[config.mk]
export PLATFORM = sky130hd
export DESIGN_NAME = xsd_decode
export DESIGN_NICKNAME = d
export VERILOG_FILES = /design/src/verilog/xsd_pkg.sv /design/src/verilog/xsd_decode.sv
export SDC_FILE = /design/constraint.sdc
export NUM_CORES = 1
export LEC_CHECK = 0
export BUFFER_PORTS_ARGS = -buffer_cell sky130_fd_sc_hd__buf_4
export CORE_ASPECT_RATIO = 0.6
export CORE_MARGIN = 8
export CORE_UTILIZATION = 53
export DETAILED_ROUTE_END_ITERATION = 8
export PLACE_DENSITY = 0.83
export RECOVER_POWER = 100
export SYNTH_ARGS = -nofsm -noshare
export SYNTH_HDL_FRONTEND = slang
export SYNTH_SLANG_ARGS = --single-unit
[constraint.sdc]
create_clock -name i_clk -period 5 [get_ports i_clk]
set_input_delay 1 -clock i_clk [delete_from_list [all_inputs] [get_ports i_clk]]
set_output_delay 1 -clock i_clk [all_outputs]
set_load 0.005 [all_outputs]
[src/verilog/xsd_pkg.sv]
// Package: opcode patterns, flag masks, clock counts and register map of the decoder
package xsd_pkg;
    // ********************************************************
    // Opcode patterns
    // ********************************************************
    localparam logic [7:0] OP_ESC     = 8'h0F;
    localparam logic [6:0] OP_SHI_HI  = 7'h60;  // C[000w] without w
    localparam logic [5:0] OP_SBB_RM  = 6'h06;  // 1[10dw] without d,w
    localparam logic [6:0] OP_SBB_ACC = 7'h0E;  // 1[110w] without w
    localparam logic [5:0] OP_GRP_IMM = 6'h20;  // 8[00sw] without s,w
    localparam logic [6:0] OP_SCAN    = 7'h57;  // A[111w] without w
    localparam logic [3:0] OP_SET_HI  = 4'h9;   // 0F 9x upper nibble
    localparam logic [2:0] REG_SAR    = 3'h7;
    localparam logic [2:0] REG_SBB    = 3'h3;
    localparam logic [2:0] REG_SET    = 3'h0;
    localparam logic [1:0] MOD_REG    = 2'h3;

    // ********************************************************
    // Flag mask layout: OF DF IF TF SF ZF AF PF CF
    // ********************************************************
    localparam int unsigned NFLAG     = 9;
    localparam logic [8:0] FM_NONE    = 9'h000;
    localparam logic [8:0] FM_ARITH   = 9'h11F;  // OF SF ZF AF PF CF
    localparam logic [8:0] FM_SHIFT   = 9'h01B;  // SF ZF PF CF
    localparam logic [8:0] FM_SHIFT_U = 9'h104;  // OF AF undefined

    // ********************************************************
    // Clock counts on a cache hit
    // ********************************************************
    localparam logic [1:0] CLK_ONE    = 2'h1;
    localparam logic [1:0] CLK_TWO    = 2'h2;

    // ********************************************************
    // Register map
    // ********************************************************
    localparam logic [3:0]  ADDR_CTRL    = 4'h0;
    localparam logic [3:0]  ADDR_RETIRED = 4'h4;
    localparam logic [3:0]  ADDR_LAST    = 4'h8;
    localparam logic [1:0]  CTRL_RST     = 2'h1;  // enabled, real mode
    localparam int unsigned CTRL_EN_BIT  = 0;
    localparam int unsigned CTRL_PM_BIT  = 1;
    localparam logic [1:0]  RESP_OKAY    = 2'h0;
    localparam logic [1:0]  RESP_DECERR  = 2'h3;

    typedef enum logic [2:0] {
        XSD_ILLEGAL = 3'h0,
        XSD_SAR_IMM = 3'h1,
        XSD_SBB_RR  = 3'h2,
        XSD_SBB_RM  = 3'h3,
        XSD_SBB_MR  = 3'h4,
        XSD_SBB_IMM = 3'h5,
        XSD_SBB_ACC = 3'h6,
        XSD_SETCC   = 3'h7
    } xsd_class_t;

    // Architectural arithmetic flags read by the byte-set family
    typedef struct packed {
        logic of;
        logic sf;
        logic zf;
        logic pf;
        logic cf;
    } xsd_flags_t;

    // First three bytes of an instruction, byte 0 first
    typedef struct packed {
        logic [7:0] b0;
        logic [7:0] b1;
        logic [7:0] b2;
    } xsd_fetch_t;

    typedef struct packed {
        xsd_class_t cls;
        logic       scan;      // string scan, decoded beside the table
        logic       wide;
        logic       dir;
        logic       sext;
        logic       prot;
        logic [3:0] cond;
        logic [7:0] set_byte;
        logic [8:0] flag_wr;
        logic [8:0] flag_undef;
        logic [1:0] clocks;
    } xsd_op_t;
endpackage : xsd_pkg

[src/verilog/xsd_decode.sv]
// Decoder for subtract-with-borrow, arithmetic shift, string scan and byte-set opcodes
//
// Behaviour
// - C0/C1 with reg 111 is arithmetic right shift by immediate; 2 clocks, OF undefined.
// - Borrow subtract register/memory forms take 1 clock and write all six arithmetic flags.
// - 80-83 with reg 011 subtracts immediate with borrow; s selects sign extension; 1 clock.
// - 1C/1D subtract immediate with borrow from accumulator in 1 clock in both modes.
// - 0F 92 reg 000 sets byte on carry in 1 clock, flags untouched.
// - 0F 96 sets byte on below-or-equal in 1 clock, flags untouched.
// - 0F 9C sets byte on signed less in 1 clock, flags untouched.
// - 0F 9E sets byte on signed less-or-equal in 1 clock, flags untouched.
// - 0F 93 sets byte on no carry in 1 clock, flags untouched.
// - 0F 97 sets byte on above in 1 clock, flags untouched.
// - 0F 95 sets byte on not zero in 1 clock, flags untouched.
// - 0F 9D sets byte on signed greater-or-equal in 1 clock, flags untouched.
// - 0F 9F sets byte on signed greater in 1 clock, flags untouched.
// - 0F 91 sets byte on no overflow in 1 clock, flags untouched.
// - 0F 9B sets byte on parity odd in 1 clock, flags untouched.
// - 0F 99 sets byte on not sign in 1 clock, flags untouched.
// - 0F 90 sets byte on overflow in 1 clock, flags untouched.
// - 0F 9A sets byte on parity even in 1 clock, flags untouched.
// - 0F 98 sets byte on sign in 1 clock, flags untouched.
//
// Added by the designer: the register offsets and the AXI4-Lite interface to the registers.
`timescale 1ns/10ps
module xsd_decode (
    // Clock and reset
    input  wire logic               i_clk,
    input  wire logic               i_reset,
    // Fetch side
    input  wire logic               i_ins_valid,
    input  wire xsd_pkg::xsd_fetch_t i_ins,
    input  wire xsd_pkg::xsd_flags_t i_flags,
    output logic                    o_ins_ready,
    // Execution side
    output logic                    o_res_valid,
    output xsd_pkg::xsd_op_t        o_res,
    // AXI4-Lite write
    input  wire logic [3:0]         i_awaddr,
    input  wire logic               i_awvalid,
    output logic                    o_awready,
    input  wire logic [31:0]        i_wdata,
    input  wire logic [3:0]         i_wstrb,
    input  wire logic               i_wvalid,
    output logic                    o_wready,
    output logic [1:0]              o_bresp,
    output logic                    o_bvalid,
    input  wire logic               i_bready,
    // AXI4-Lite read
    input  wire logic [3:0]         i_araddr,
    input  wire logic               i_arvalid,
    output logic                    o_arready,
    output logic [31:0]             o_rdata,
    output logic [1:0]              o_rresp,
    output logic                    o_rvalid,
    input  wire logic               i_rready
);
    // ********************************************************
    // Condition evaluation
    // ********************************************************
    // Even codes test the condition, odd codes its inverse
    function automatic logic cond_true(input logic [3:0] cc, input xsd_pkg::xsd_flags_t f);
        logic base;
        base = 1'b0;
        unique case (cc[3:1])
            3'h0: base = f.of;
            3'h1: base = f.cf;
            3'h2: base = f.zf;
            3'h3: base = f.cf | f.zf;
            3'h4: base = f.sf;
            3'h5: base = f.pf;
            3'h6: base = f.sf ^ f.of;
            3'h7: base = f.zf | (f.sf ^ f.of);
        endcase
        return base ^ cc[0];
    endfunction : cond_true

    // ********************************************************
    // Control register
    // ********************************************************
    logic [1:0]  ctrl_q;
    logic [31:0] retired_q;
    wire  logic  enable = ctrl_q[xsd_pkg::CTRL_EN_BIT];
    wire  logic  prot   = ctrl_q[xsd_pkg::CTRL_PM_BIT];

    // ********************************************************
    // Opcode decode
    // ********************************************************
    wire logic [1:0] modf   = i_ins.b1[7:6];
    wire logic [2:0] regf   = i_ins.b1[5:3];
    wire logic [1:0] modf2  = i_ins.b2[7:6];
    wire logic [2:0] regf2  = i_ins.b2[5:3];
    wire logic is_sar  = (i_ins.b0[7:1] == xsd_pkg::OP_SHI_HI) && (regf == xsd_pkg::REG_SAR);
    wire logic is_sbrm = (i_ins.b0[7:2] == xsd_pkg::OP_SBB_RM);
    wire logic is_sbim = (i_ins.b0[7:2] == xsd_pkg::OP_GRP_IMM) && (regf == xsd_pkg::REG_SBB);
    wire logic is_sbac = (i_ins.b0[7:1] == xsd_pkg::OP_SBB_ACC);
    wire logic is_scan = (i_ins.b0[7:1] == xsd_pkg::OP_SCAN);
    // Other reg fields under the escape fall through as illegal
    // byte-set escape match
    wire logic is_set  = (i_ins.b0 == xsd_pkg::OP_ESC) && (i_ins.b1[7:4] == xsd_pkg::OP_SET_HI)
                         && (regf2 == xsd_pkg::REG_SET);
    wire logic [3:0] cc = i_ins.b1[3:0];
    wire logic set_hit = cond_true(cc, i_flags);
    wire logic unused  = ^{modf2};

    xsd_pkg::xsd_op_t dec;
    always_comb begin
        dec            = '0;
        dec.prot       = prot;
        dec.wide       = i_ins.b0[0];
        dec.clocks     = xsd_pkg::CLK_ONE;
        if (is_sar) begin
            dec.cls        = xsd_pkg::XSD_SAR_IMM;
            dec.flag_wr    = xsd_pkg::FM_SHIFT;
            dec.flag_undef = xsd_pkg::FM_SHIFT_U;
            dec.clocks     = xsd_pkg::CLK_TWO;
        end else if (is_sbrm) begin
            // mode 11 is register to register
            dec.dir     = i_ins.b0[1];
            dec.flag_wr = xsd_pkg::FM_ARITH;
            if (modf == xsd_pkg::MOD_REG) begin
                dec.cls = xsd_pkg::XSD_SBB_RR;
            end else if (i_ins.b0[1]) begin
                dec.cls = xsd_pkg::XSD_SBB_MR;
            end else begin
                dec.cls = xsd_pkg::XSD_SBB_RM;
            end
        end else if (is_sbim) begin
            dec.cls     = xsd_pkg::XSD_SBB_IMM;
            dec.sext    = i_ins.b0[1];
            dec.flag_wr = xsd_pkg::FM_ARITH;
        end else if (is_sbac) begin
            dec.cls     = xsd_pkg::XSD_SBB_ACC;
            dec.flag_wr = xsd_pkg::FM_ARITH;
        end else if (is_scan) begin
            dec.scan    = 1'b1;
            dec.flag_wr = xsd_pkg::FM_ARITH;
            dec.clocks  = xsd_pkg::CLK_TWO;
        end else if (is_set) begin
            dec.cls      = xsd_pkg::XSD_SETCC;
            dec.wide     = 1'b0;
            dec.cond     = cc;
            dec.set_byte = {7'h00, set_hit};
        end
    end

    // ********************************************************
    // Execution sequencer
    // ********************************************************
    // Gray order: done is one bit from idle and from execute; idle to execute flips both bits
    typedef enum logic [1:0] {
        XSD_IDLE = 2'h0,
        XSD_DONE = 2'h1,
        XSD_EXEC = 2'h3
    } xsd_state_t;

    xsd_state_t       state_q, state_d;
    xsd_pkg::xsd_op_t op_q;
    // A new instruction may be taken while the previous one retires
    assign o_ins_ready = enable && (state_q != XSD_EXEC);
    wire logic take    = i_ins_valid && o_ins_ready;
    wire logic two_clk = (dec.clocks == xsd_pkg::CLK_TWO);

    always_comb begin
        state_d = state_q;
        unique case (state_q)
            XSD_IDLE, XSD_DONE: begin
                if (take) begin
                    state_d = two_clk ? XSD_EXEC : XSD_DONE;
                end else begin
                    state_d = XSD_IDLE;
                end
            end
            XSD_EXEC: state_d = XSD_DONE;
            default:  state_d = XSD_IDLE;
        endcase
    end

    always_ff @(posedge i_clk) begin
        if (i_reset) begin
            state_q <= XSD_IDLE;
            op_q    <= '0;
        end else begin
            state_q <= state_d;
            if (take) begin
                op_q <= dec;
            end
        end
    end

    assign o_res_valid = (state_q == XSD_DONE);
    assign o_res       = op_q;

    // ********************************************************
    // AXI4-Lite slave
    // ********************************************************
    // Register map decode, shared by both channels
    function automatic logic reg_hit(input logic [3:0] a);
        return (a == xsd_pkg::ADDR_CTRL) || (a == xsd_pkg::ADDR_RETIRED)
            || (a == xsd_pkg::ADDR_LAST);
    endfunction : reg_hit

    logic       aw_q, w_q, bvalid_q, rvalid_q;
    logic [3:0] awaddr_q;
    logic [1:0] wdat_q;
    logic       wlane_q;
    logic [31:0] rdata_q;
    logic [1:0]  rresp_q, bresp_q;
    logic [2:0]  last_q;

    assign o_awready = !aw_q && !bvalid_q;
    assign o_wready  = !w_q && !bvalid_q;
    assign o_arready = !rvalid_q;
    assign o_bvalid  = bvalid_q;
    assign o_bresp   = bresp_q;
    assign o_rvalid  = rvalid_q;
    assign o_rdata   = rdata_q;
    assign o_rresp   = rresp_q;

    wire logic wr_go   = aw_q && w_q && !bvalid_q;
    wire logic ar_take = i_arvalid && o_arready;
    wire logic wr_map  = reg_hit(awaddr_q);
    wire logic [31:0] rd_mux =
        (i_araddr == xsd_pkg::ADDR_CTRL)    ? {30'h0, ctrl_q} :
        (i_araddr == xsd_pkg::ADDR_RETIRED) ? retired_q :
        (i_araddr == xsd_pkg::ADDR_LAST)    ? {29'h0, last_q} : 32'h0;
    wire logic rd_map  = reg_hit(i_araddr);

    always_ff @(posedge i_clk) begin
        if (i_reset) begin
            aw_q     <= 1'b0;
            w_q      <= 1'b0;
            awaddr_q <= 4'h0;
            wdat_q   <= 2'h0;
            wlane_q  <= 1'b0;
            bvalid_q <= 1'b0;
            bresp_q  <= xsd_pkg::RESP_OKAY;
        end else begin
            if (i_awvalid && o_awready) begin
                aw_q     <= 1'b1;
                awaddr_q <= i_awaddr;
            end
            if (i_wvalid && o_wready) begin
                w_q     <= 1'b1;
                wdat_q  <= i_wdata[1:0];
                wlane_q <= i_wstrb[0];
            end
            if (wr_go) begin
                aw_q     <= 1'b0;
                w_q      <= 1'b0;
                bvalid_q <= 1'b1;
                bresp_q  <= wr_map ? xsd_pkg::RESP_OKAY : xsd_pkg::RESP_DECERR;
            end else if (bvalid_q && i_bready) begin
                bvalid_q <= 1'b0;
            end
        end
    end

    // Read data is registered so it stands still while rvalid waits for rready
    always_ff @(posedge i_clk) begin
        if (i_reset) begin
            rvalid_q <= 1'b0;
            rdata_q  <= 32'h0;
            rresp_q  <= xsd_pkg::RESP_OKAY;
        end else if (ar_take) begin
            rvalid_q <= 1'b1;
            rdata_q  <= rd_mux;
            rresp_q  <= rd_map ? xsd_pkg::RESP_OKAY : xsd_pkg::RESP_DECERR;
        end else if (rvalid_q && i_rready) begin
            rvalid_q <= 1'b0;
        end
    end

    // Retire counter and last class; only the control word is writable
    always_ff @(posedge i_clk) begin
        if (i_reset) begin
            ctrl_q    <= xsd_pkg::CTRL_RST;
            retired_q <= 32'h0;
            last_q    <= 3'h0;
        end else begin
            if (wr_go && wlane_q && (awaddr_q == xsd_pkg::ADDR_CTRL)) begin
                ctrl_q <= wdat_q;
            end
            if (o_res_valid) begin
                retired_q <= retired_q + 32'h1;
                last_q    <= op_q.cls;
            end
        end
    end

    // ********************************************************
    // Checks
    // ********************************************************
    AST_SAR_TWO_CLK: assert property (@(posedge i_clk) disable iff (i_reset)
        take && is_sar |=> !o_res_valid ##1 o_res_valid && o_res.cls == xsd_pkg::XSD_SAR_IMM)
        else $error("shift by immediate did not retire in two clocks");
    AST_SAR_FLAGS: assert property (@(posedge i_clk) disable iff (i_reset)
        o_res_valid && o_res.cls == xsd_pkg::XSD_SAR_IMM |->
            o_res.flag_wr == xsd_pkg::FM_SHIFT && o_res.flag_undef[8])
        else $error("shift flag masks wrong");
    AST_SBB_ONE_CLK: assert property (@(posedge i_clk) disable iff (i_reset)
        take && (is_sbrm || is_sbac) |=> o_res_valid && o_res.flag_wr == xsd_pkg::FM_ARITH)
        else $error("borrow subtract not retired in one clock with full flags");
    AST_SBB_RR_MODE: assert property (@(posedge i_clk) disable iff (i_reset)
        take && is_sbrm && modf == xsd_pkg::MOD_REG |=> o_res.cls == xsd_pkg::XSD_SBB_RR)
        else $error("register form of borrow subtract misclassified");
    AST_SBB_IMM_SEXT: assert property (@(posedge i_clk) disable iff (i_reset)
        take && is_sbim |=> o_res_valid && o_res.sext == $past(i_ins.b0[1]))
        else $error("immediate borrow subtract lost its sign-extend bit");
    AST_SBB_ACC_MODE: assert property (@(posedge i_clk) disable iff (i_reset)
        take && is_sbac |=> o_res_valid && o_res.prot == $past(prot))
        else $error("accumulator borrow subtract timing or mode wrong");
    AST_SET_NO_FLAGS: assert property (@(posedge i_clk) disable iff (i_reset)
        take && is_set |=> o_res_valid && o_res.flag_wr == xsd_pkg::FM_NONE
            && o_res.cls == xsd_pkg::XSD_SETCC)
        else $error("byte set touched flags or took too long");
    AST_SET_VALUE: assert property (@(posedge i_clk) disable iff (i_reset)
        take && is_set && cc == 4'h4 |=> o_res.set_byte == {7'h00, $past(i_flags.zf)})
        else $error("byte set on zero gave wrong value");
    AST_SET_BOOL: assert property (@(posedge i_clk) disable iff (i_reset)
        o_res_valid && o_res.cls == xsd_pkg::XSD_SETCC |-> o_res.set_byte[7:1] == 7'h00)
        else $error("byte set result not zero or one");
    AST_EXEC_STALL: assert property (@(posedge i_clk) disable iff (i_reset)
        state_q == XSD_EXEC |-> !o_ins_ready
            ##1 o_res_valid && o_res.clocks == xsd_pkg::CLK_TWO)
        else $error("fetch accepted during a two-clock execute");
    AST_SCAN_TWO_CLK: assert property (@(posedge i_clk) disable iff (i_reset)
        take && is_scan |=> !o_res_valid ##1 o_res_valid && o_res.scan)
        else $error("string scan did not retire in two clocks");
    AST_SBB_MEM_DIR: assert property (@(posedge i_clk) disable iff (i_reset)
        take && is_sbrm && modf != xsd_pkg::MOD_REG |=> o_res.cls ==
            ($past(i_ins.b0[1]) ? xsd_pkg::XSD_SBB_MR : xsd_pkg::XSD_SBB_RM))
        else $error("memory form of borrow subtract misclassified");
    AST_SET_BAD_REG: assert property (@(posedge i_clk) disable iff (i_reset)
        take && i_ins.b0 == xsd_pkg::OP_ESC && i_ins.b1[7:4] == xsd_pkg::OP_SET_HI
            && regf2 != xsd_pkg::REG_SET |=> o_res.cls == xsd_pkg::XSD_ILLEGAL)
        else $error("byte set with a nonzero reg field was accepted");
    AST_RETIRE_COUNT: assert property (@(posedge i_clk) disable iff (i_reset)
        o_res_valid |=> retired_q == $past(retired_q) + 32'h1)
        else $error("retired counter missed a completed instruction");
endmodule : xsd_decode

# Word level (Yosys, flattened, before mapping)
# Index checks and enable logic that the tools add are counted.
dict set report classes {
  n_addsub 1
  eq_ne 25
  muxes 48
  n_bitwise 4
  reduce_logical 34
}
# operator count
set ops {}
lappend ops {{$mux W12} 6}
lappend ops {{$mux W32} 2}
lappend ops {{$mux W9} 6}
lappend ops {{$add A32 B1 Y32 const B} 1}
lappend ops {{$mux W3} 9}
lappend ops {{$mux W2} 12}
lappend ops {{$logic_and A1 B1 Y1} 17}
lappend ops {{$eq A3 B3 Y1 const B} 5}
lappend ops {{$eq A7 B7 Y1 const B} 2}
lappend ops {{$eq A4 B4 Y1 const B} 3}
lappend ops {{$mux W1} 10}
lappend ops {{$eq A3 B2 Y1 const B} 3}
lappend ops {{$eq A4 B3 Y1 const B} 2}
lappend ops {{$eq A8 B4 Y1 const B} 1}
lappend ops {{$logic_not A4 Y1} 2}
lappend ops {{$pmux W1 S8} 1}
lappend ops {{$eq A7 B4 Y1 const B} 1}
lappend ops {{$eq A2 B2 Y1 const B} 3}
lappend ops {{$eq A6 B3 Y1 const B} 1}
lappend ops {{$eq A6 B6 Y1 const B} 1}
lappend ops {{$logic_not A3 Y1} 2}
lappend ops {{$logic_not A1 Y1} 4}
lappend ops {{$logic_or A1 B1 Y1} 4}
lappend ops {{$mux W4} 1}
lappend ops {{9 further kinds} 13}
dict set report word_totals {
  reg_bits 126
  inputBits 81
  word_cells 137
}

# Depth between registers and ports, before layout
# Gate-level depths: netlist of the first run.
dict set report depth {
  ltp_word 10
  ltp_mapped 8
  depth_no_buf 6
}

# Worst setup path before layout of the first run
# Ideal clock, no wire load.
dict set report synth_timing {
  kind {in2reg}
  startpoint {in i_ins[23] (netlist name)}
  endpoint {reg op_q (netlist bit o_res[13])}
  setup_ns 0.071
  arrival_time_ns 2.216
  path_slack_ns 2.714
  stages 5
  cell_sequence {or3_1 or4b_1 nand2_1 o21ai_1 a21oi_1}
}
dict set report synth_between {
  elab_chain_len 6
  elab_cells_between_ends 12
  classes_between {eq/ne (5); mux (5); reduce/logical (2)}
}
# item line
set synth_lines {}
lappend synth_lines {{from (decl)} xsd_decode.sv:32} ;# input wire xsd_pkg::xsd_fetch_t i_ins,
lappend synth_lines {{$eq A7 B7 Y1} xsd_decode.sv:97} ;# wire logic is_scan = (i_ins.b0[7:1] == xsd_pkg::OP_SCAN);
lappend synth_lines {{$mux W9} xsd_decode.sv:135} ;# end else if (is_scan) begin
lappend synth_lines {{$mux W9} xsd_decode.sv:132} ;# end else if (is_sbac) begin
lappend synth_lines {{$mux W9} xsd_decode.sv:128} ;# end else if (is_sbim) begin
lappend synth_lines {{$mux W9} xsd_decode.sv:117} ;# end else if (is_sbrm) begin
lappend synth_lines {{$mux W9 (*)} xsd_decode.sv:112} ;# if (is_sar) begin
lappend synth_lines {{to (signal assigned)} xsd_decode.sv:182} ;# op_q <= '0;
lappend synth_lines {{to (signal assigned)} xsd_decode.sv:186} ;# op_q <= dec;
lappend synth_lines {{to (decl)} xsd_decode.sv:158} ;# xsd_pkg::xsd_op_t op_q;
# Mark *: on every way between the ends. The rest lies on a longest branch, timed or not.
# A chain may end at the register's enable or synchronous reset.

# Final worst setup path of the first run
dict set report layout_timing {
  startpoint {in i_arvalid}
  endpoint {reg rdata_q[16] (netlist: o_rdata[16])}
}
dict set report layout_between {
  elab_chain_len 1
}
# item line
set layout_lines {}
lappend layout_lines {{from (decl)} xsd_decode.sv:51} ;# input wire logic i_arvalid,
lappend layout_lines {{$logic_and A1 B1 Y1} xsd_decode.sv:221} ;# wire logic ar_take = i_arvalid && o_arready;
lappend layout_lines {{to (signal assigned)} xsd_decode.sv:267} ;# rdata_q <= rd_mux;
lappend layout_lines {{to (decl)} xsd_decode.sv:207} ;# logic [31:0] rdata_q;
# No other way between the ends.

==> run metrics, run 1 <==
Max-cap violations 2; Pre-Repair DR Iteration Count 4; total gr overflow 0; Cells after Synth 494; CTS H-tree depth 3; setup_tns 0 ns; Cell Area, Placed 5150 µm²; pwr dens 323 nW/µm²; # rows 25; worst min path class reg -> reg; largest stage delay on the critical path 1.31 ns; post-cts gate resize count 0; TritonCTS Buffers 9; design area 5430 µm²; Die Span Y 86.7 µm; final setup violation count 0; Synthesis Warnings 0; layout cells sized above 1 20.6%; Crit path arrival time 3.57 ns; Worst Setup Start Kind input pin; Final nets 664; Async SR Flop Fraction 0%; Skew-Pair Late Insertion Delay 0.34 ns; Layout Utilization 68.1%; total number of vias 3817; drt wl/cell 16.5 µm; commonest cells after routing, fill and taps aside 102 x dfxtp_1, 97 x nor2_1, 52 x clkbuf_4; VDD IR max 187 µV; worst-path fanout max 35; slowest cell on the critical path and2_0; r2r setup slk 2.00 ns; number of synthesized flops with an enable pin 0; diode count 0; Top delay family on crit path simple AND/OR/NAND/NOR gates; CTS tree built; commonest non-fill, non-tap cell in the layout dfxtp_1; WS Path Type in -> reg; # IOs 164; DR iter-0 viols 377; #FFs+latches synth 102; static leakage 2.20 nW; status finished with violations; Post-CTS Hold Fix Bufs 0; Setup Fix Bufs, Post-CTS 0; Clock Pin Slew Worst Setup and Hold Paths 0.07 ns; Slew Limit Fails 134; ys flop type dfxtp_1; top achievable clock speed 301 MHz; Register Area 2040 µm²; Yosys cell types 51; Area Growth Syn to Fin 22.9%; Hold Slack 0.459 ns; number of global-route vias before repair 3740; core area 7980 µm²; Fillers 665; Placer Congestion 0.896; GRT Total Usage 19.7%; worst-margin pin slew 2.01 ns; Syn Area/Cell 8.94 µm²; failing checks max-capacitance violations, max-slew violations; Buf/Inv on CP 2; Tot Pwr 1.76 mW; period utilization 66.5%; Root Buffer clkbuf_16; # clock sinks 102; critical path data required time 5.25 ns; Post-Route WL 11500 µm; first-pass GRT wire length 18600 µm; PortBufs 108; initial antenna violation count 0; Worst Clk Skew 0.00562 ns; Slew headroom -33.8%; cells along the critical path clkbuf_4 > nand2b_1 > buf_4 > nor3_1 > and2_0 > a22oi_1 > nor2_1; Vias per Instance 5.49; worst-case clock buffer depth 2; die area 11600 µm²; Die W 134 µm; Mapped Area 4420 µm²; area of the multi-input gates 2100 µm²; largest net degree at the start of global routing 104; register area share after synthesis 46.2%; residual DRC count 0; post-route ant nets 0; Initial Util 55.4%; RSZ-0062 raised after global routing false; Fin. Hold Viols 0; Final min period 3.32 ns; crit end category register; DP HPWL 8220 µm
## synthesized netlist by cell type (4+ instances only)
cell type / number / area, µm²
nand3_1: 13 / 65.1
nor3_1: 7 / 35.0
dfxtp_1: 102 / 2040
xnor2_1: 5 / 43.8
a22oi_1: 38 / 285
and3_1: 4 / 25.0
and4_1: 4 / 35.0
nand4_1: 12 / 75.1
o21ai_0: 7 / 35.0
or3_1: 5 / 31.3
a21oi_1: 15 / 75.1
xor2_1: 25 / 219
nor2b_1: 4 / 25.0
nor2_1: 97 / 364
buf_4: 24 / 180
nor4_1: 5 / 31.3
and2_1: 6 / 37.5
clkbuf_1: 20 / 75.1
inv_1: 7 / 26.3
buf_2: 4 / 20.0
nand2_1: 26 / 97.6
mux2i_1: 15 / 150
nand2b_1: 9 / 56.3
## state kept, by name, summed over array words and instances, names as in the netlist, 2 cells and up, named ones only
name / count
awaddr_q: 4
ctrl_q: 2
last_q: 3
o_rdata: 32
o_res: 18
retired_q: 32
wdat_q: 2
## worst reg2reg max path, cell delays in order, from the launching register on
cell and delay (ns):
dfxtp_1 0.33, nand2b_1 0.15, buf_4 0.25, nor3_1 0.44
and2_0 1.31, a22oi_1 0.21, nor2_1 0.20
## routing by layer
layer	part of all wire (%)	track usage, %	up-vias
met1	46	25.1	1842
met2	45	30.1	109
met3	8.0	7.97	11
met5	0	0	-
met4	0.85	5.57	0
li1	-	-	1855
## stage by stage
step	instances	setup slack, ns
after global placement	679	2.07
final	695	1.68
after CTS	695	2.27
after detailed placement	679	1.92
after floorplan	510	2.71
after global routing	695	1.44
## cell type report
type                       instances  area share (%)
inverter                           7           0.484
clock buffer                      10            4.40
tap                              108            2.49
timing repair buffer             111            14.3
multi-input combinational        351            38.8
clock inverter                     6            2.00
sequential                       102            37.6
## kinds of logic after synthesis
logic type	share of synthesized area [%]
flops	46.2
mux	3.65
other cells	0.0849
fa+ha+maj	0.283
buf+inv	7.39
simple gates	24.1
compound gates	12.3
xor+xnor	5.95
## worst paths after layout
path              from          end  cells after the start
max          i_arvalid  o_rdata[16]                      7
min          o_res[34]    o_res[34]                      2
max reg2reg   o_rvalid  o_rdata[16]                      6
min reg2reg  o_res[34]    o_res[34]                      2
## power breakdown
group          internal (mW)  switching [mW]  leakage (nW)
Combinational         0.0550          0.0705          1.20
Sequential             0.825          0.0109         0.825
Clock                  0.502           0.294         0.172
Note: power is estimated with default switching activity, not from simulation.
==> inputs of run 2 (changes only) <==
CORE_UTILIZATION = 49   (was 53)
PLACE_DENSITY = 0.78   (was 0.83)
clock period = 3.4 ns   (was 5 ns; I/O delays follow)
==> run 2 against run 1 <==
The flow still finishes with violations (max-capacitance violations, max-slew violations). Highest routed layer unchanged. Clock power increased by 36%. Final cell count increased by 0.72%. Clock-buffer cell count unchanged. Sequential share of layout area about the same. Combinational power increased by 48%. Sequential cell count unchanged. Die area increased by 6.9%. Clock skew increased by 0.0037 ns. Sequential power increased by 47%.
==> run metrics, run 2 (synthesis results as in run 1) <==
PortBufs 108 (unchanged); GRT Total Usage 18.0% (-1.7 points); CTS tree built; Initial Util 51.2% (-4.1 points); Worst Setup Start Kind input pin; worst r2r src ctrl_q[0]; hold path start o_res[32]; met1 usage 23.4% (-1.7 points); diode count 0 (unchanged); period utilization 74.8%; Vias per Instance 5.43 (-1.2%); Slew headroom -35.5% (-1.6 points); Area Growth Syn to Fin 23.0% (about the same); worst-path fanout max 103 (+190%); total gr overflow 0 (unchanged); failing checks max-capacitance violations, max-slew violations; Layout Utilization 63.0% (-5.0 points); Die Span Y 89.6 µm (+3.3%); met3 Use GR 5.57% (-2.4 points); post-cts gate resize count 0 (unchanged); Finished Layout Cells 700 (+0.72%); GR peak layer met2; static leakage 2.20 nW (+0.26%); Fillers 761 (+14%); Post-Route WL 11300 µm (-1.8%); commonest non-fill, non-tap cell in the layout dfxtp_1; worst-margin pin slew 2.03 ns (+0.0242 ns); Worst Clk Skew 0.00934 ns (+0.00372 ns); post-route ant nets 0 (unchanged); total number of vias 3798 (-0.50%); WS Path Type in -> reg; worst-case clock buffer depth 2 (unchanged); Setup Fix Bufs, Post-CTS 0 (unchanged); Pre-Repair DR Iteration Count 5 (+1); die area 12400 µm² (+6.9%); number of global-route vias before repair 3639 (-2.7%); Final nets 665 (+0.15%); DR iter-0 viols 268 (-29%); initial antenna violation count 0 (unchanged); Slew Limit Fails 104 (-22%); Fin. Hold Viols 0 (unchanged); RSZ-0062 raised after global routing false; met2 Usage GRT 27.8% (-2.3 points); # IOs 164 (unchanged); pwr dens 459 nW/µm² (+42%); Root Buffer clkbuf_16; Crit path arrival time 2.78 ns (-0.79 ns); # rows 26 (+4.0%); top achievable clock speed 393 MHz; core area 8620 µm² (+8.1%); DP HPWL 8140 µm (-0.98%); status finished with violations; # clock sinks 102 (unchanged); layout cells sized above 1 21.6% (+0.99 points); Skew-Pair Late Insertion Delay 0.34 ns (about the same); setup_tns 0 ns (unchanged); final setup violation count 0 (unchanged); largest net degree at the start of global routing 104 (unchanged); crit end category register; residual DRC count 0 (unchanged); Clock Pin Slew Worst Setup and Hold Paths 0.06 ns (about the same); commonest cells after routing, fill and taps aside 102 x dfxtp_1, 97 x nor2_1, 56 x clkbuf_4; Max-cap violations 1 (-1); VDD IR max 250 µV (+34%); Final min period 2.54 ns; critical path data required time 3.63 ns (-1.62 ns); CTS H-tree depth 3 (unchanged); TritonCTS Buffers 9 (unchanged); Crit. Startpoint i_reset; # placed instances 684 (+0.74%); worst min path class reg -> reg; Die W 139 µm (+3.5%); Post-CTS Hold Fix Bufs 0 (unchanged); drt wl/cell 16.1 µm (-2.5%); Placer Congestion 0.906 (+1.2%); first-pass GRT wire length 18100 µm (-2.6%)
-- run 2: final timing paths --
check	slack [ns]	end	depth (start not counted)
worst min-delay path	0.45	o_res[32]	2
worst max-delay path	0.86	o_res[20]	3
worst max register to register	1.18	o_res[13]	4
worst min register to register	0.45	o_res[32]	2
-- run 2: where the power goes --
part / total [mW] / internal (mW) / switching (mW)
sequential: 1.23 / 1.21 / 0.0155
combinational: 0.185 / 0.0824 / 0.103
clock: 1.08 / 0.644 / 0.435
-- run 2: critical path, stage by stage --
cell      delay (ns)
clkbuf_2        1.43
nor2_1          0.32
a22o_1          0.33
-- run 2: stage by stage --
| stage | power (mW) | cell area, µm² | hold WS [ns] | setup WS [ns] |
|---|---|---|---|---|
| 6_report | 2.49 | 5430 | 0.452 | 0.855 |
| 4_1_cts | 2.52 | 5470 | 0.456 | 1.11 |
| 5_1_grt | 2.58 | 5430 | 0.480 | 0.745 |
| 2_1_floorplan | 1.37 | 4480 | 0.435 | 1.43 |
| 3_3_place_gp | 1.43 | 5160 | 0.444 | 1.03 |
| 3_5_place_dp | 1.44 | 5160 | 0.447 | 0.958 |
-- run 2: final cells by class --
type	instances	area (µm²)	area share (%)
sequential	102	2040	37.6
multi-input combinational	351	2110	38.8
clock buffer	10	229	4.21
inverter	7	26.3	0.484
timing repair buffer	112	801	14.7
tap	112	140	2.58
clock inverter	6	86.3	1.59
-- run 2: per-layer routing --
metal | wire (µm) | share of wire [%] | up-vias
li1 | - | - | 1867
met1 | 5170 | 46 | 1773
met2 | 5000 | 44 | 142
met3 | 977 | 8.7 | 16
met4 | 125 | 1.1 | 0
met5 | 0 | 0 | -
==> inputs of run 3 (changes only) <==
CORE_UTILIZATION = 44   (was 49)
PLACE_DENSITY = 0.73   (was 0.78)
clock period = 2.1 ns   (was 3.4 ns; I/O delays follow)
==> run 3 against run 2 <==
The run now ends clean. Die area is 9.7% higher. Combinational power rose by 64%. Sequential power grew 62%. Setup slack got worse by 0.67 ns. Total power grew 60%. Sequential cell count stayed put. Wire length up 1.3%. Non-clock buffer count up 8. Global-route usage shrank 1.0 points.
==> run metrics, run 3 (synthesis results as in run 1) <==
status complete, no violations; WS Path Type reg -> reg; hold path start i_wstrb[0]; cells along the critical path ha_1 > inv_1 > or4_1 > or3_1 > a21oi_1; period utilization 91.0%; commonest cells after routing, fill and taps aside 102 x dfxtp_1, 97 x nor2_1, 50 x clkbuf_4; die area 13600 µm² (+9.7%); DP HPWL 8540 µm (+5.0%); initial antenna violation count 0 (unchanged); core area 9810 µm² (+14%); PortBufs 108 (unchanged); Post-Route WL 11400 µm (+1.3%); residual DRC count 0 (unchanged); worst r2r src retired_q[0]; VDD IR max 428 µV (+71%); Slew Limit Fails 0 (-100%); drt wl/cell 15.6 µm (-3.0%); Final nets 673 (+1.2%); Max-cap violations 0 (-1); Worst R2R Path Depth 5 (+1); Worst Clk Skew 0.00438 ns (-0.00497 ns); GRT Total Usage 16.9% (-1.0 points); total number of vias 3800 (+0.053%); hold path depth 3 (+1); Root Buffer clkbuf_16; Hold Path End wlane_q; # rows 28 (+7.7%); largest stage delay on the critical path 0.62 ns (-0.81 ns); Slew headroom 52.5% (+88 points); first-pass GRT wire length 18800 µm (+3.8%); post-route ant nets 0 (unchanged); Worst Setup Start Kind register; r2r setup slk 0.19 ns (-0.99 ns); Finished Layout Cells 731 (+4.4%); TritonCTS Buffers 9 (unchanged); Pre-Repair DR Iteration Count 5 (unchanged); critical path data required time 2.38 ns (-1.25 ns); crit end category register; Fin. Hold Viols 0 (unchanged); total gr overflow 0 (unchanged); Die Span Y 93.6 µm (+4.5%); RSZ-0062 raised after global routing false; worst-margin pin slew 0.712 ns (-1.32 ns); Placer Congestion 0.896 (-1.2%); final setup violation count 0 (unchanged); pwr dens 728 nW/µm² (+59%); top achievable clock speed 523 MHz; worst min path class in -> reg; Final min period 1.91 ns; worst-path fanout max 5 (-95%); Fillers 920 (+21%); static leakage 2.18 nW (-0.96%); commonest non-fill, non-tap cell in the layout dfxtp_1; slowest cell on the critical path or4_1; worst-case clock buffer depth 2 (unchanged); layout cells sized above 1 20.5% (-1.1 points); post-cts gate resize count 0 (unchanged); largest net degree at the start of global routing 61 (-41%); Initial Util 45.0% (-6.2 points); Crit path arrival time 2.19 ns (-0.59 ns); Setup Fix Bufs, Post-CTS 0 (unchanged); Layout Utilization 55.7% (-7.4 points); Reg2Reg Capture Point retired_q[30]; # IOs 164 (unchanged); Skew-Pair Late Insertion Delay 0.35 ns (about the same); # clock sinks 102 (unchanged); DR iter-0 viols 212 (-21%); Vias per Instance 5.20 (-4.2%); diode count 0 (unchanged); Area Growth Syn to Fin 23.6%; CTS tree built; setup_tns 0 ns (unchanged); CTS H-tree depth 3 (unchanged); # placed instances 715 (+4.5%); number of global-route vias before repair 3733 (+2.6%); Die W 145 µm (+4.9%); Post-CTS Hold Fix Bufs 0 (unchanged); Clock Pin Slew Worst Setup and Hold Paths 0.07 ns (about the same)
-- run 3: cell types whose count changed in the layout (fill, tap and decap cells not counted), moves of 2 or more --
cell	change
and2_0	+3
clkbuf_1	+10
clkbuf_2	+2
clkbuf_4	-6
inv_6	+2
and2_1	-3
-- run 3: worst max path at each step --
stage	cells past startpoint	slack, ns	to	start
after floorplan	5	0.39	o_res[13]	i_ins[23]
after global placement	6	0.13	o_res[13]	i_ins[23]
after detailed placement	7	0.12	o_res[30]	i_ins[23]
after CTS	5	0.20	retired_q[31]	retired_q[12]
after global routing	6	0.07	o_rdata[13]	o_rvalid
final	5	0.19	retired_q[30]	retired_q[0]
-- run 3: final cells by class --
class | instances | area [µm²] | area share (%)
Multi-Input combinational cell | 351 | 2090 | 38.4
Sequential cell | 102 | 2040 | 37.4
Timing Repair Buffer | 120 | 831 | 15.2
Clock buffer | 10 | 229 | 4.19
Tap cell | 135 | 169 | 3.09
Clock inverter | 6 | 70.1 | 1.28
Inverter | 7 | 26.3 | 0.481
-- run 3: report_power, final --
| part | switching [mW] | internal [mW] | total (mW) |
|---|---|---|---|
| logic | 0.167 | 0.136 | 0.303 |
| clock network | 0.751 | 0.935 | 1.69 |
| registers | 0.0242 | 1.96 | 1.99 |
-- run 3: worst max-delay path: cells and delay by family, from the launching register on --
| family | cells | cell delay [ns] |
|---|---|---|
| AOI/OAI and AO/OA | 1 | 0.16 |
| buffers and inverters | 1 | 0.07 |
| DFF | 1 | 0.42 |
| and+or+nand+nor | 2 | 1.00 |
| adders and majority gates | 1 | 0.19 |
-- run 3: per-layer routing --
layer	vias to the layer above	global-route usage (%)	share of wire (%)
met5	-	0	0
met2	101	26.4	45
met3	12	5.30	5.5
met1	1800	21.9	48
li1	1887	-	-
met4	0	5.68	1.4
-- run 3: per-stage QoR --
stage               worst slack, ns  instance area [µm²]  total power [mW]  hold WS, ns
floorplan                     0.394                 4480              2.22        0.435
global placement              0.134                 5260              2.33        0.446
detailed placement            0.119                 5260              2.34        0.453
CTS                           0.200                 5560              4.02        0.290
global route                 0.0681                 5460              4.13        0.306
finish                        0.188                 5460              3.98        0.302
